## src/inc/mcb_params.svh

```systemverilog
// Command codes, field positions and length limits of the margin/config block
`ifndef MCB_PARAMS_SVH
`define MCB_PARAMS_SVH
`define MCB_CMD_DAC      8'hd5
`define MCB_CMD_SEQ      8'hd6
`define MCB_CMD_SYS      8'hd7
`define MCB_NDAC         9
`define MCB_DAC_ALL      8'hff
`define MCB_DAC_PARLEN   8'h01
`define MCB_IMG_PARLEN   8'h03
`define MCB_IMG_RDMAX    8'hfc
`define MCB_IMG_WRMAX    8'hfa
`define MCB_IMG_WRMIN    8'h06
`define MCB_DAC_WRMIN    8'h03
`define MCB_DAC_WRMAX    8'h13
`define MCB_WORD_MASK    16'h07ff
`define MCB_SRC_HI       10
`define MCB_SRC_LO       6
`define MCB_SRC_MAX      5'h11
`define MCB_LOOP_BIT     5
`define MCB_MODE_HI      1
`define MCB_MODE_LO      0
`define MCB_MODE_OPEN    2'h1
`define MCB_MODE_CLOSED  2'h2
`endif

```

## src/inc/mcb_pkg.sv

```systemverilog
// Types shared by the margin/config command block
package mcb_pkg;
  typedef enum logic [2:0] {ST_IDLE, ST_COUNT, ST_PARAM, ST_WRITE, ST_READ, ST_DROP} mcb_state_e;
  typedef enum logic [1:0] {K_DAC, K_SEQ, K_SYS} mcb_kind_e;
  typedef struct packed {
    logic [4:0] src;
    logic       open_loop;
    logic       closed_loop;
    logic       loop_run;
  } mcb_dac_ctrl_s;
  typedef struct packed {
    logic [15:0]   word;
    mcb_dac_ctrl_s ctrl;
  } mcb_dac_st_s;
  typedef struct packed {
    mcb_state_e st;
    mcb_kind_e  kind;
    logic [7:0] cnt;
    logic [7:0] idx;
    logic [15:0] off;
    logic [7:0] rdlen;
    logic [7:0] dsel;
    logic [7:0] lowb;
    logic [3:0] dptr;
    logic [7:0] tpos;
    logic       pend;
    logic       tx_valid;
    logic [7:0] tx_data;
    logic       img_wr;
    logic       img_rd;
    logic       img_sys;
    logic [15:0] img_addr;
    logic [7:0] img_wdata;
    logic       comm_err;
    logic       dac_wr;
    logic [3:0] dac_wr_idx;
    logic [15:0] dac_wdata;
  } mcb_st_s;
endpackage

```

## src/verilog/mcb_cmd.sv

```systemverilog
// Command interpreter for DAC word, sequence and system configuration block transfers
// ----------------------------------------------------------------------------
// How it works
// RL1: Each margining DAC holds a two-byte word exchanged by DAC block transfers.
// RL2: Bits 10:6 pick the supervised input driving closed-loop margining; zero is none.
// RL3: Loop bit zero keeps closed-loop regulation running continuously.
// RL4: Loop bit one regulates to the setpoint, then halts adjustment.
// RL5: Bits 1:0 select off, open loop, closed loop; code three acts as off.
// RL6: Code 0xD6 is the sequence image block, readable and writable.
// RL7: Code 0xD7 is the system image block, readable and writable.
// RL8: Host read parameters are three bytes: length, offset low, offset high.
// RL9: Offset is sixteen bits, low byte first, and sets the image start.
// RL10: Sequence read returns length byte then data; length at most 252, multiple of 4.
// RL11: System read returns length byte then data; length at most 252, multiple of 4.
// RL12: Host write sends byte count, offset low, offset high, then payload.
// RL13: Sequence write ends at byte 250 at most; payload multiple of 4.
// RL14: System write ends at byte 250 at most; payload multiple of 4.
// RL15: DAC read with index 0xFF returns the words of all DACs.
// RL16: Transfers breaking length limits are dropped, flagged, and change nothing; overrunning or short writes keep bytes already written.
// ----------------------------------------------------------------------------
`timescale 1ns/1ps
`default_nettype none
`include "mcb_params.svh"
module mcb_cmd #(
  parameter int NDAC = `MCB_NDAC
) (
  input  wire logic                              clk,
  input  wire logic                              rst,
  input  wire logic                              cmd_start,
  input  wire logic [7:0]                        cmd_code,
  input  wire logic                              rx_valid,
  input  wire logic [7:0]                        rx_data,
  input  wire logic                              rd_start,
  input  wire logic                              tx_req,
  input  wire logic                              xfer_end,
  input  wire logic [7:0]                        img_rdata,
  input  wire logic [NDAC-1:0]                   at_setpoint,
  output logic                                   tx_valid,
  output logic [7:0]                             tx_data,
  output logic                                   img_wr,
  output logic                                   img_rd,
  output logic                                   img_sys,
  output logic [15:0]                            img_addr,
  output logic [7:0]                             img_wdata,
  output logic                                   comm_err,
  output mcb_pkg::mcb_dac_ctrl_s [NDAC-1:0]      dac_ctrl
);
  mcb_pkg::mcb_st_s s_ff;
  mcb_pkg::mcb_st_s nxt_s;
  logic [15:0] dac_words [NDAC];
  logic [7:0]  k;
  logic [3:0]  dn;

  // ----------------------------------------------------------------------------
  // Length checks
  // ----------------------------------------------------------------------------
  function automatic logic wr_len_ok(input mcb_pkg::mcb_kind_e kd, input logic [7:0] n);
    logic [7:0] pl;
    pl = n - 8'h02;
    if (kd == mcb_pkg::K_DAC)
      return n >= `MCB_DAC_WRMIN && n <= `MCB_DAC_WRMAX && n[0];
    else
      return n >= `MCB_IMG_WRMIN && n <= `MCB_IMG_WRMAX && pl[1:0] == 2'h0; // RL13 RL14
  endfunction

  function automatic logic [7:0] par_len(input mcb_pkg::mcb_kind_e kd);
    return (kd == mcb_pkg::K_DAC) ? `MCB_DAC_PARLEN : `MCB_IMG_PARLEN;
  endfunction

  // ----------------------------------------------------------------------------
  // DAC words
  // ----------------------------------------------------------------------------
  genvar g;
  generate
    for (g = 0; g < NDAC; g++)
    begin : g_dac
      mcb_dac_word u_word (
        .clk         (clk),
        .rst         (rst),
        .wr_en       (s_ff.dac_wr && s_ff.dac_wr_idx == 4'(g)),
        .wr_word     (s_ff.dac_wdata),
        .at_setpoint (at_setpoint[g]),
        .word        (dac_words[g]),
        .ctrl        (dac_ctrl[g])
      );
    end
  endgenerate

  // ----------------------------------------------------------------------------
  // Command state machine
  // ----------------------------------------------------------------------------
  always_comb
  begin
    nxt_s = s_ff;
    nxt_s.tx_valid = 1'b0;
    nxt_s.img_wr = 1'b0;
    nxt_s.img_rd = 1'b0;
    nxt_s.comm_err = 1'b0;
    nxt_s.dac_wr = 1'b0;
    k = s_ff.tpos - 8'h01;
    dn = ((s_ff.dsel == `MCB_DAC_ALL) ? 4'h0 : s_ff.dsel[3:0]) + k[4:1];
    if (s_ff.pend)
    begin
      nxt_s.pend = 1'b0;
      nxt_s.tx_valid = 1'b1;
      nxt_s.tx_data = img_rdata;
    end
    case (s_ff.st)
      mcb_pkg::ST_COUNT:
        if (rx_valid)
        begin
          nxt_s.cnt = rx_data;
          nxt_s.idx = 8'h00;
          if (rx_data == par_len(s_ff.kind))
            nxt_s.st = mcb_pkg::ST_PARAM;
          else if (wr_len_ok(s_ff.kind, rx_data))
            nxt_s.st = mcb_pkg::ST_WRITE;
          else
          begin
            nxt_s.st = mcb_pkg::ST_DROP; // RL16
            nxt_s.comm_err = 1'b1;
          end
        end
      mcb_pkg::ST_PARAM:
        if (rx_valid)
        begin
          nxt_s.idx = s_ff.idx + 8'h01;
          if (s_ff.idx == 8'h00)
          begin
            nxt_s.rdlen = rx_data; // RL8
            nxt_s.dsel = rx_data;
          end
          else if (s_ff.idx == 8'h01)
            nxt_s.off[7:0] = rx_data; // RL9
          else if (s_ff.idx == 8'h02)
            nxt_s.off[15:8] = rx_data; // RL9
          if (s_ff.idx >= s_ff.cnt)
          begin
            nxt_s.st = mcb_pkg::ST_DROP;
            nxt_s.comm_err = 1'b1;
          end
        end
      mcb_pkg::ST_WRITE:
        if (rx_valid)
        begin
          nxt_s.idx = s_ff.idx + 8'h01;
          if (s_ff.idx == s_ff.cnt)
          begin
            nxt_s.st = mcb_pkg::ST_DROP;
            nxt_s.comm_err = 1'b1;
          end
          else if (s_ff.kind == mcb_pkg::K_DAC)
          begin
            if (s_ff.idx == 8'h00)
            begin
              nxt_s.dptr = rx_data[3:0];
              if (rx_data >= 8'(NDAC) || rx_data + (s_ff.cnt >> 1) > 8'(NDAC))
              begin
                nxt_s.st = mcb_pkg::ST_DROP; // RL16
                nxt_s.comm_err = 1'b1;
              end
            end
            else if (s_ff.idx[0])
              nxt_s.lowb = rx_data;
            else
            begin
              nxt_s.dac_wr = 1'b1; // RL1
              nxt_s.dac_wr_idx = s_ff.dptr;
              nxt_s.dac_wdata = {rx_data, s_ff.lowb};
              nxt_s.dptr = s_ff.dptr + 4'h1;
            end
          end
          else if (s_ff.idx == 8'h00)
            nxt_s.off[7:0] = rx_data; // RL12
          else if (s_ff.idx == 8'h01)
            nxt_s.off[15:8] = rx_data; // RL12
          else
          begin
            nxt_s.img_wr = 1'b1;
            nxt_s.img_addr = s_ff.off + 16'(s_ff.idx - 8'h02); // RL9
            nxt_s.img_wdata = rx_data;
          end
        end
      mcb_pkg::ST_READ:
        if (tx_req)
        begin
          nxt_s.tpos = s_ff.tpos + 8'h01;
          if (s_ff.tpos == 8'h00)
          begin
            nxt_s.tx_valid = 1'b1; // RL10 RL11
            nxt_s.tx_data = s_ff.rdlen;
          end
          else if (s_ff.tpos > s_ff.rdlen)
          begin
            nxt_s.tx_valid = 1'b1;
            nxt_s.tx_data = 8'h00;
          end
          else if (s_ff.kind == mcb_pkg::K_DAC)
          begin
            nxt_s.tx_valid = 1'b1;
            nxt_s.tx_data = (32'(dn) < NDAC) ? (k[0] ? dac_words[dn][15:8] : dac_words[dn][7:0]) : 8'h00;
          end
          else
          begin
            nxt_s.img_rd = 1'b1;
            nxt_s.pend = 1'b1;
            nxt_s.img_addr = s_ff.off + 16'(k);
          end
        end
      default:
        ;
    endcase
    if (rd_start)
    begin
      nxt_s.st = mcb_pkg::ST_READ;
      nxt_s.tpos = 8'h00;
      if (s_ff.st != mcb_pkg::ST_PARAM || s_ff.idx != s_ff.cnt)
      begin
        nxt_s.rdlen = 8'h00;
        nxt_s.comm_err = 1'b1;
      end
      else if (s_ff.kind == mcb_pkg::K_DAC)
      begin
        if (s_ff.dsel == `MCB_DAC_ALL)
          nxt_s.rdlen = 8'(2 * NDAC); // RL15
        else if (s_ff.dsel < 8'(NDAC))
          nxt_s.rdlen = 8'h02;
        else
        begin
          nxt_s.rdlen = 8'h00;
          nxt_s.comm_err = 1'b1;
        end
      end
      else if (s_ff.rdlen > `MCB_IMG_RDMAX || s_ff.rdlen[1:0] != 2'h0)
      begin
        nxt_s.rdlen = 8'h00; // RL16
        nxt_s.comm_err = 1'b1;
      end
    end
    if (xfer_end)
    begin
      nxt_s.st = mcb_pkg::ST_IDLE;
      if ((s_ff.st == mcb_pkg::ST_WRITE || s_ff.st == mcb_pkg::ST_PARAM) && s_ff.idx != s_ff.cnt)
        nxt_s.comm_err = 1'b1;
    end
    if (cmd_start)
    begin
      nxt_s.st = mcb_pkg::ST_COUNT;
      if (cmd_code == `MCB_CMD_SEQ)
      begin
        nxt_s.kind = mcb_pkg::K_SEQ; // RL6
        nxt_s.img_sys = 1'b0;
      end
      else if (cmd_code == `MCB_CMD_SYS)
      begin
        nxt_s.kind = mcb_pkg::K_SYS; // RL7
        nxt_s.img_sys = 1'b1;
      end
      else if (cmd_code == `MCB_CMD_DAC)
        nxt_s.kind = mcb_pkg::K_DAC;
      else
        nxt_s.st = mcb_pkg::ST_IDLE;
    end
  end

  always_ff @(posedge clk or posedge rst)
  begin
    if (rst)
    begin
      s_ff <= '0;
    end
    else
    begin
      s_ff <= nxt_s;
    end
  end

  assign tx_valid = s_ff.tx_valid;
  assign tx_data = s_ff.tx_data;
  assign img_wr = s_ff.img_wr;
  assign img_rd = s_ff.img_rd;
  assign img_sys = s_ff.img_sys;
  assign img_addr = s_ff.img_addr;
  assign img_wdata = s_ff.img_wdata;
  assign comm_err = s_ff.comm_err;
endmodule
`default_nettype wire

```

## src/verilog/mcb_dac_word.sv

```systemverilog
// One margining DAC configuration word and its decoded controls
`timescale 1ns/1ps
`default_nettype none
`include "mcb_params.svh"
module mcb_dac_word (
  input  wire logic                  clk,
  input  wire logic                  rst,
  input  wire logic                  wr_en,
  input  wire logic [15:0]           wr_word,
  input  wire logic                  at_setpoint,
  output logic [15:0]                word,
  output mcb_pkg::mcb_dac_ctrl_s     ctrl
);
  mcb_pkg::mcb_dac_st_s st_ff;
  mcb_pkg::mcb_dac_st_s nxt_st;
  logic [1:0] mode;
  logic [4:0] src;

  always_comb
  begin
    nxt_st = st_ff;
    if (wr_en)
    begin
      nxt_st.word = wr_word & `MCB_WORD_MASK; // RL1
    end
    src = nxt_st.word[`MCB_SRC_HI:`MCB_SRC_LO];
    mode = nxt_st.word[`MCB_MODE_HI:`MCB_MODE_LO];
    nxt_st.ctrl.src = (src > `MCB_SRC_MAX) ? 5'h00 : src; // RL2
    nxt_st.ctrl.open_loop = (mode == `MCB_MODE_OPEN); // RL5
    nxt_st.ctrl.closed_loop = (mode == `MCB_MODE_CLOSED); // RL5
    if (!nxt_st.ctrl.closed_loop)
    begin
      nxt_st.ctrl.loop_run = 1'b0;
    end
    else if (!nxt_st.word[`MCB_LOOP_BIT] || wr_en)
    begin
      nxt_st.ctrl.loop_run = 1'b1; // RL3
    end
    else if (at_setpoint)
    begin
      nxt_st.ctrl.loop_run = 1'b0; // RL4
    end
  end

  always_ff @(posedge clk or posedge rst)
  begin
    if (rst)
    begin
      st_ff <= '0;
    end
    else
    begin
      st_ff <= nxt_st;
    end
  end

  assign word = st_ff.word;
  assign ctrl = st_ff.ctrl;
endmodule
`default_nettype wire

```

## config.mk

```make
export PLATFORM = sky130hd
export DESIGN_NAME = mcb_cmd
export DESIGN_NICKNAME = d
export VERILOG_FILES = /design/src/inc/mcb_pkg.sv /design/src/verilog/mcb_cmd.sv /design/src/verilog/mcb_dac_word.sv
export VERILOG_INCLUDE_DIRS = /design/src /design/src/inc
export SDC_FILE = /design/constraint.sdc
export NUM_CORES = 1
export LEC_CHECK = 0
export BUFFER_PORTS_ARGS = -buffer_cell sky130_fd_sc_hd__buf_4
export CORE_UTILIZATION = 57
export CTS_CLUSTER_DIAMETER = 80
export DETAILED_ROUTE_END_ITERATION = 10
export GPL_TIMING_DRIVEN = 0
export PLACE_DENSITY = 0.87
export SYNTH_ARGS = -nofsm -noshare
export SYNTH_HDL_FRONTEND = slang
export SYNTH_SLANG_ARGS = --single-unit
```

## constraint.sdc

```tcl
create_clock -name clk -period 15.15 [get_ports clk]
set_input_delay 3.03 -clock clk [delete_from_list [all_inputs] [get_ports clk]]
set_output_delay 3.03 -clock clk [all_outputs]
set_load 0.02 [all_outputs]
```

==> reports/results.ini <==
[floorplan]
floorplan.io_pins = 149
die_height_um = 165
initial_core_util = 0.582
std_cell_rows = 59
chipWidth_um = 165
dieArea_um2 = 27300
core_area_um2 = 26100

[route]
routed_wl_mm = 38.2
post_drt_wl_per_cell_um = 19.4
post_drt_via_cell_ratio = 5.92
drt_first_iter_violations = 1164
drc = 0
detail_route.first_pass.iterations = 8
via_count = 11700
route.antenna.remaining_nets = 0

[worst_hold_path]
min_to = img_wdata[0]$_DFFE_PP0P_
min-delay-path-class = reg -> reg
hold-path-cell-count = 2
min_from = img_wdata[0]$_DFFE_PP0P_

[synthesis]
synth-main-ff-cell = sky130_fd_sc_hd__dfrtp_1
synthesis.nets = 1540
syn_inst = 1437
distinct_cell_type_count_of_the_synthesized_netlist = 78
syn_avg_cell_area_um2 = 10.6
synth_edf_count = 0
synthArstFlopShare = 1.00
synth_area_um2 = 15200
ys_warnings = 0
count_of_state_elements_after_synthesis = 297
register_area_share_after_synthesis = 0.490

[timing]
clock_skew_after_layout_ns = 0.0134
max_slew_margin = 0.296
finalHoldViolCount = 0
final-max-slew-violation-count = 0
timing_worst_slew_pin_value_ns = 1.05
tcrit_tclk_final = 0.340
rsz0062_at_grt = false
aggregate_negative_setup_slack_ns = 0
report.final.setup_viol = 0
fmax_mhz = 194
layout_min_cycle_time_ns = 5.15

[clocking]
clk_transition_reported_paths_ns = 0.07
post-cts-setup-buffer-count = 0
cts_resized = 0
cts.root.buffer_cell = sky130_fd_sc_hd__clkbuf_16
tritoncts = built
insertion_delay_to_the_later_sink_of_the_worst_skew_pair_ns = 0.57
number_of_buffers_added_by_the_clock_tree_synthesis_step = 29
cts.path.max_buffers = 3
hold_buffers = 0
clock_tree.htree_level_count = 1
clkSinkCount = 297

[critical_path]
crit_path_start_kind = register
critPathLaunch = s_ff[59]$_DFFE_PP0P_
required_ns = 15.61
cp_data_arrival_time_ns = 5.61
r2r_cell_count = 14
reg2reg_to = tx_data[6]$_DFF_PP0_
path_class = reg -> reg
cp-end-kind = register
r2r-start = s_ff[59]$_DFFE_PP0P_
crit_fanout = 10
rrSetupSlack_ns = 10.0

[grt]
maximum_number_of_pins_on_one_net_before_global_route_repair = 125
first_global_vias = 11600
first_pass_grt_wire_length_mm = 60.5
globalRouteTotalUtil = 0.287
antenna_found_initial = 0
grt_remaining_overflow = 0

[place]
portBuffers = 147
place.detailed.hpwl_mm = 26.8
number_of_cells_in_the_design_after_placement = 1921
postPlaceCellArea_um2 = 16700
last_weighted_congestion_value_of_the_routability_driven_placer = 0.918

[finish]
ratio_of_cells_with_drive_above_1_in_the_final_layout = 0.233
final_cell_area_um2 = 17800
most-common-layout-cells = sky130_fd_sc_hd__dfrtp_1, sky130_fd_sc_hd__buf_4, sky130_fd_sc_hd__nand2_1
layout.cells.most_common = sky130_fd_sc_hd__dfrtp_1
instances_no_fill = 1975
final_net_count = 1720
insertedDiodeCount = 0
area_growth_syn_to_layout_pct = 17.3

[job]
number_of_violations_of_the_max_capacitance_limit = 0

[power_and_ir_drop]
power.density_nw_per_um2 = 107
static-leakage-power_nw = 9.20
peakVddDrop_mv = 0.104

[run_status]
result_of_the_run = complete, no violations

==> worst max-delay path: stages (launching register included) <==
cell and delay [ns]:
sky130_fd_sc_hd__dfrtp_1 0.37, sky130_fd_sc_hd__clkbuf_1 0.58, sky130_fd_sc_hd__inv_1 0.33, sky130_fd_sc_hd__ha_1 0.33, sky130_fd_sc_hd__xor2_1 0.28, sky130_fd_sc_hd__inv_1 0.11
sky130_fd_sc_hd__fa_1 0.56, sky130_fd_sc_hd__buf_2 0.26, sky130_fd_sc_hd__buf_2 0.40, sky130_fd_sc_hd__buf_2 0.47, sky130_fd_sc_hd__mux4_2 0.55, sky130_fd_sc_hd__mux2i_1 0.33
sky130_fd_sc_hd__nand2_1 0.11, sky130_fd_sc_hd__a32oi_1 0.26, sky130_fd_sc_hd__nand2_1 0.08
==> per-layer routing <==
layer	share of wire	track usage	routed length, µm
met1	0.41	0.381	15800
met2	0.49	0.478	18600
met3	0.071	0.0465	2700
met4	0.030	0.103	1160
met5	0	0	0
==> state kept, by name, indices dropped and copies added, names as in the netlist, 8 cells and up <==
name	flops
tx_data	8
g_dac.u_word.ctrl	72
img_addr	16
s_ff	89
g_dac.u_word.word	99
img_wdata	8
==> how the worst max path moves through the flow <==
| stage | slack (ns) | to |
|---|---|---|
| floorplan | 3.92 | comm_err$_DFF_PP0_ |
| global placement | 1.09 | g_dac[2].u_word.ctrl[7]$_DFF_PP0_ |
| detailed placement | 9.70 | s_ff[130]$_DFFE_PP0P_ |
| CTS | 10.06 | tx_data[6]$_DFF_PP0_ |
| global route | 9.72 | tx_data[6]$_DFF_PP0_ |
| finish | 10.0 | tx_data[6]$_DFF_PP0_ |
==> cell usage after synthesis, types with 4 or more instances <==
library cell / n / share of area
sky130_fd_sc_hd__nor2_1: 101 / 0.025
sky130_fd_sc_hd__mux2i_1: 46 / 0.030
sky130_fd_sc_hd__nand3_1: 31 / 0.010
sky130_fd_sc_hd__and2_1: 8 / 0.0033
sky130_fd_sc_hd__nand3b_1: 5 / 0.0025
sky130_fd_sc_hd__nor2b_1: 17 / 0.0070
sky130_fd_sc_hd__o21ai_1: 7 / 0.0023
sky130_fd_sc_hd__mux2_2: 82 / 0.061
sky130_fd_sc_hd__nand2b_1: 17 / 0.0070
sky130_fd_sc_hd__nand2_1: 178 / 0.044
sky130_fd_sc_hd__o211ai_1: 5 / 0.0025
sky130_fd_sc_hd__or2_2: 5 / 0.0021
sky130_fd_sc_hd__ha_1: 59 / 0.049
sky130_fd_sc_hd__buf_1: 21 / 0.0052
sky130_fd_sc_hd__nor3_1: 21 / 0.0069
sky130_fd_sc_hd__dfrtp_1: 297 / 0.49
sky130_fd_sc_hd__or3_1: 4 / 0.0017
sky130_fd_sc_hd__a21oi_1: 56 / 0.018
sky130_fd_sc_hd__a31oi_1: 8 / 0.0033
sky130_fd_sc_hd__xnor2_1: 21 / 0.012
sky130_fd_sc_hd__nand4_1: 19 / 0.0078
sky130_fd_sc_hd__buf_4: 32 / 0.016
sky130_fd_sc_hd__a211oi_1: 4 / 0.0020
sky130_fd_sc_hd__o21a_1: 8 / 0.0040
sky130_fd_sc_hd__clkbuf_1: 30 / 0.0074
sky130_fd_sc_hd__o21ai_0: 77 / 0.025
sky130_fd_sc_hd__nor4_1: 7 / 0.0029
sky130_fd_sc_hd__mux4_2: 25 / 0.037
sky130_fd_sc_hd__nor3b_1: 7 / 0.0035
sky130_fd_sc_hd__a22oi_1: 13 / 0.0064
sky130_fd_sc_hd__fa_1: 4 / 0.0053
sky130_fd_sc_hd__a21o_1: 15 / 0.0074
sky130_fd_sc_hd__buf_2: 14 / 0.0046
sky130_fd_sc_hd__inv_1: 86 / 0.021
sky130_fd_sc_hd__and3_1: 9 / 0.0037
sky130_fd_sc_hd__a21boi_0: 10 / 0.0050
sky130_fd_sc_hd__a32oi_1: 7 / 0.0040
sky130_fd_sc_hd__xor2_1: 27 / 0.016
==> cell type report <==
class                      count  area (µm²)
sequential                   297        7430
multi-input combinational    954        6880
inverter                      87         334
clock buffer                  31         733
tap                          335         419
fill                        1824        8280
timing repair buffer         149        1160
buffer                        99         528
clock inverter                23         302
==> kinds of logic (layout without fill, tap and decap cells) <==
| group | after synthesis | count (layout) | synth area share |
|---|---|---|---|
| AND/OR/NAND/NOR | 449 | 449 | 0.140 |
| flip-flops | 297 | 297 | 0.490 |
| AO/OA/AOI/OAI | 238 | 238 | 0.0998 |
| buffers and inverters | 186 | 389 | 0.0564 |
| multiplexers | 154 | 154 | 0.129 |
| adder cells (fa/ha/maj) | 63 | 63 | 0.0540 |
| XOR/XNOR | 50 | 50 | 0.0304 |
==> metrics by stage <==
stage / power, mW / hold slack (ns) / worst slack [ns] / utilization
floorplan: 1.05 / 0.436 / 3.92 / -
global placement: 1.12 / 0.454 / 1.09 / 0.640
detailed placement: 1.13 / 0.472 / 9.70 / 0.643
CTS: 1.91 / 0.489 / 10.06 / 0.682
global route: 1.97 / 0.505 / 9.72 / 0.682
finish: 1.90 / 0.482 / 10.0 / 0.682
==> power by group <==
part,total [mW],leakage (nW),switching (mW),internal [mW]
Combinational,0.299,4.62,0.181,0.119
Clock,0.778,0.478,0.333,0.445
Sequential,0.826,4.10,0.0153,0.811
Total,1.90,9.20,0.529,1.37
No activity file was read; power rests on OpenSTA's default activity.
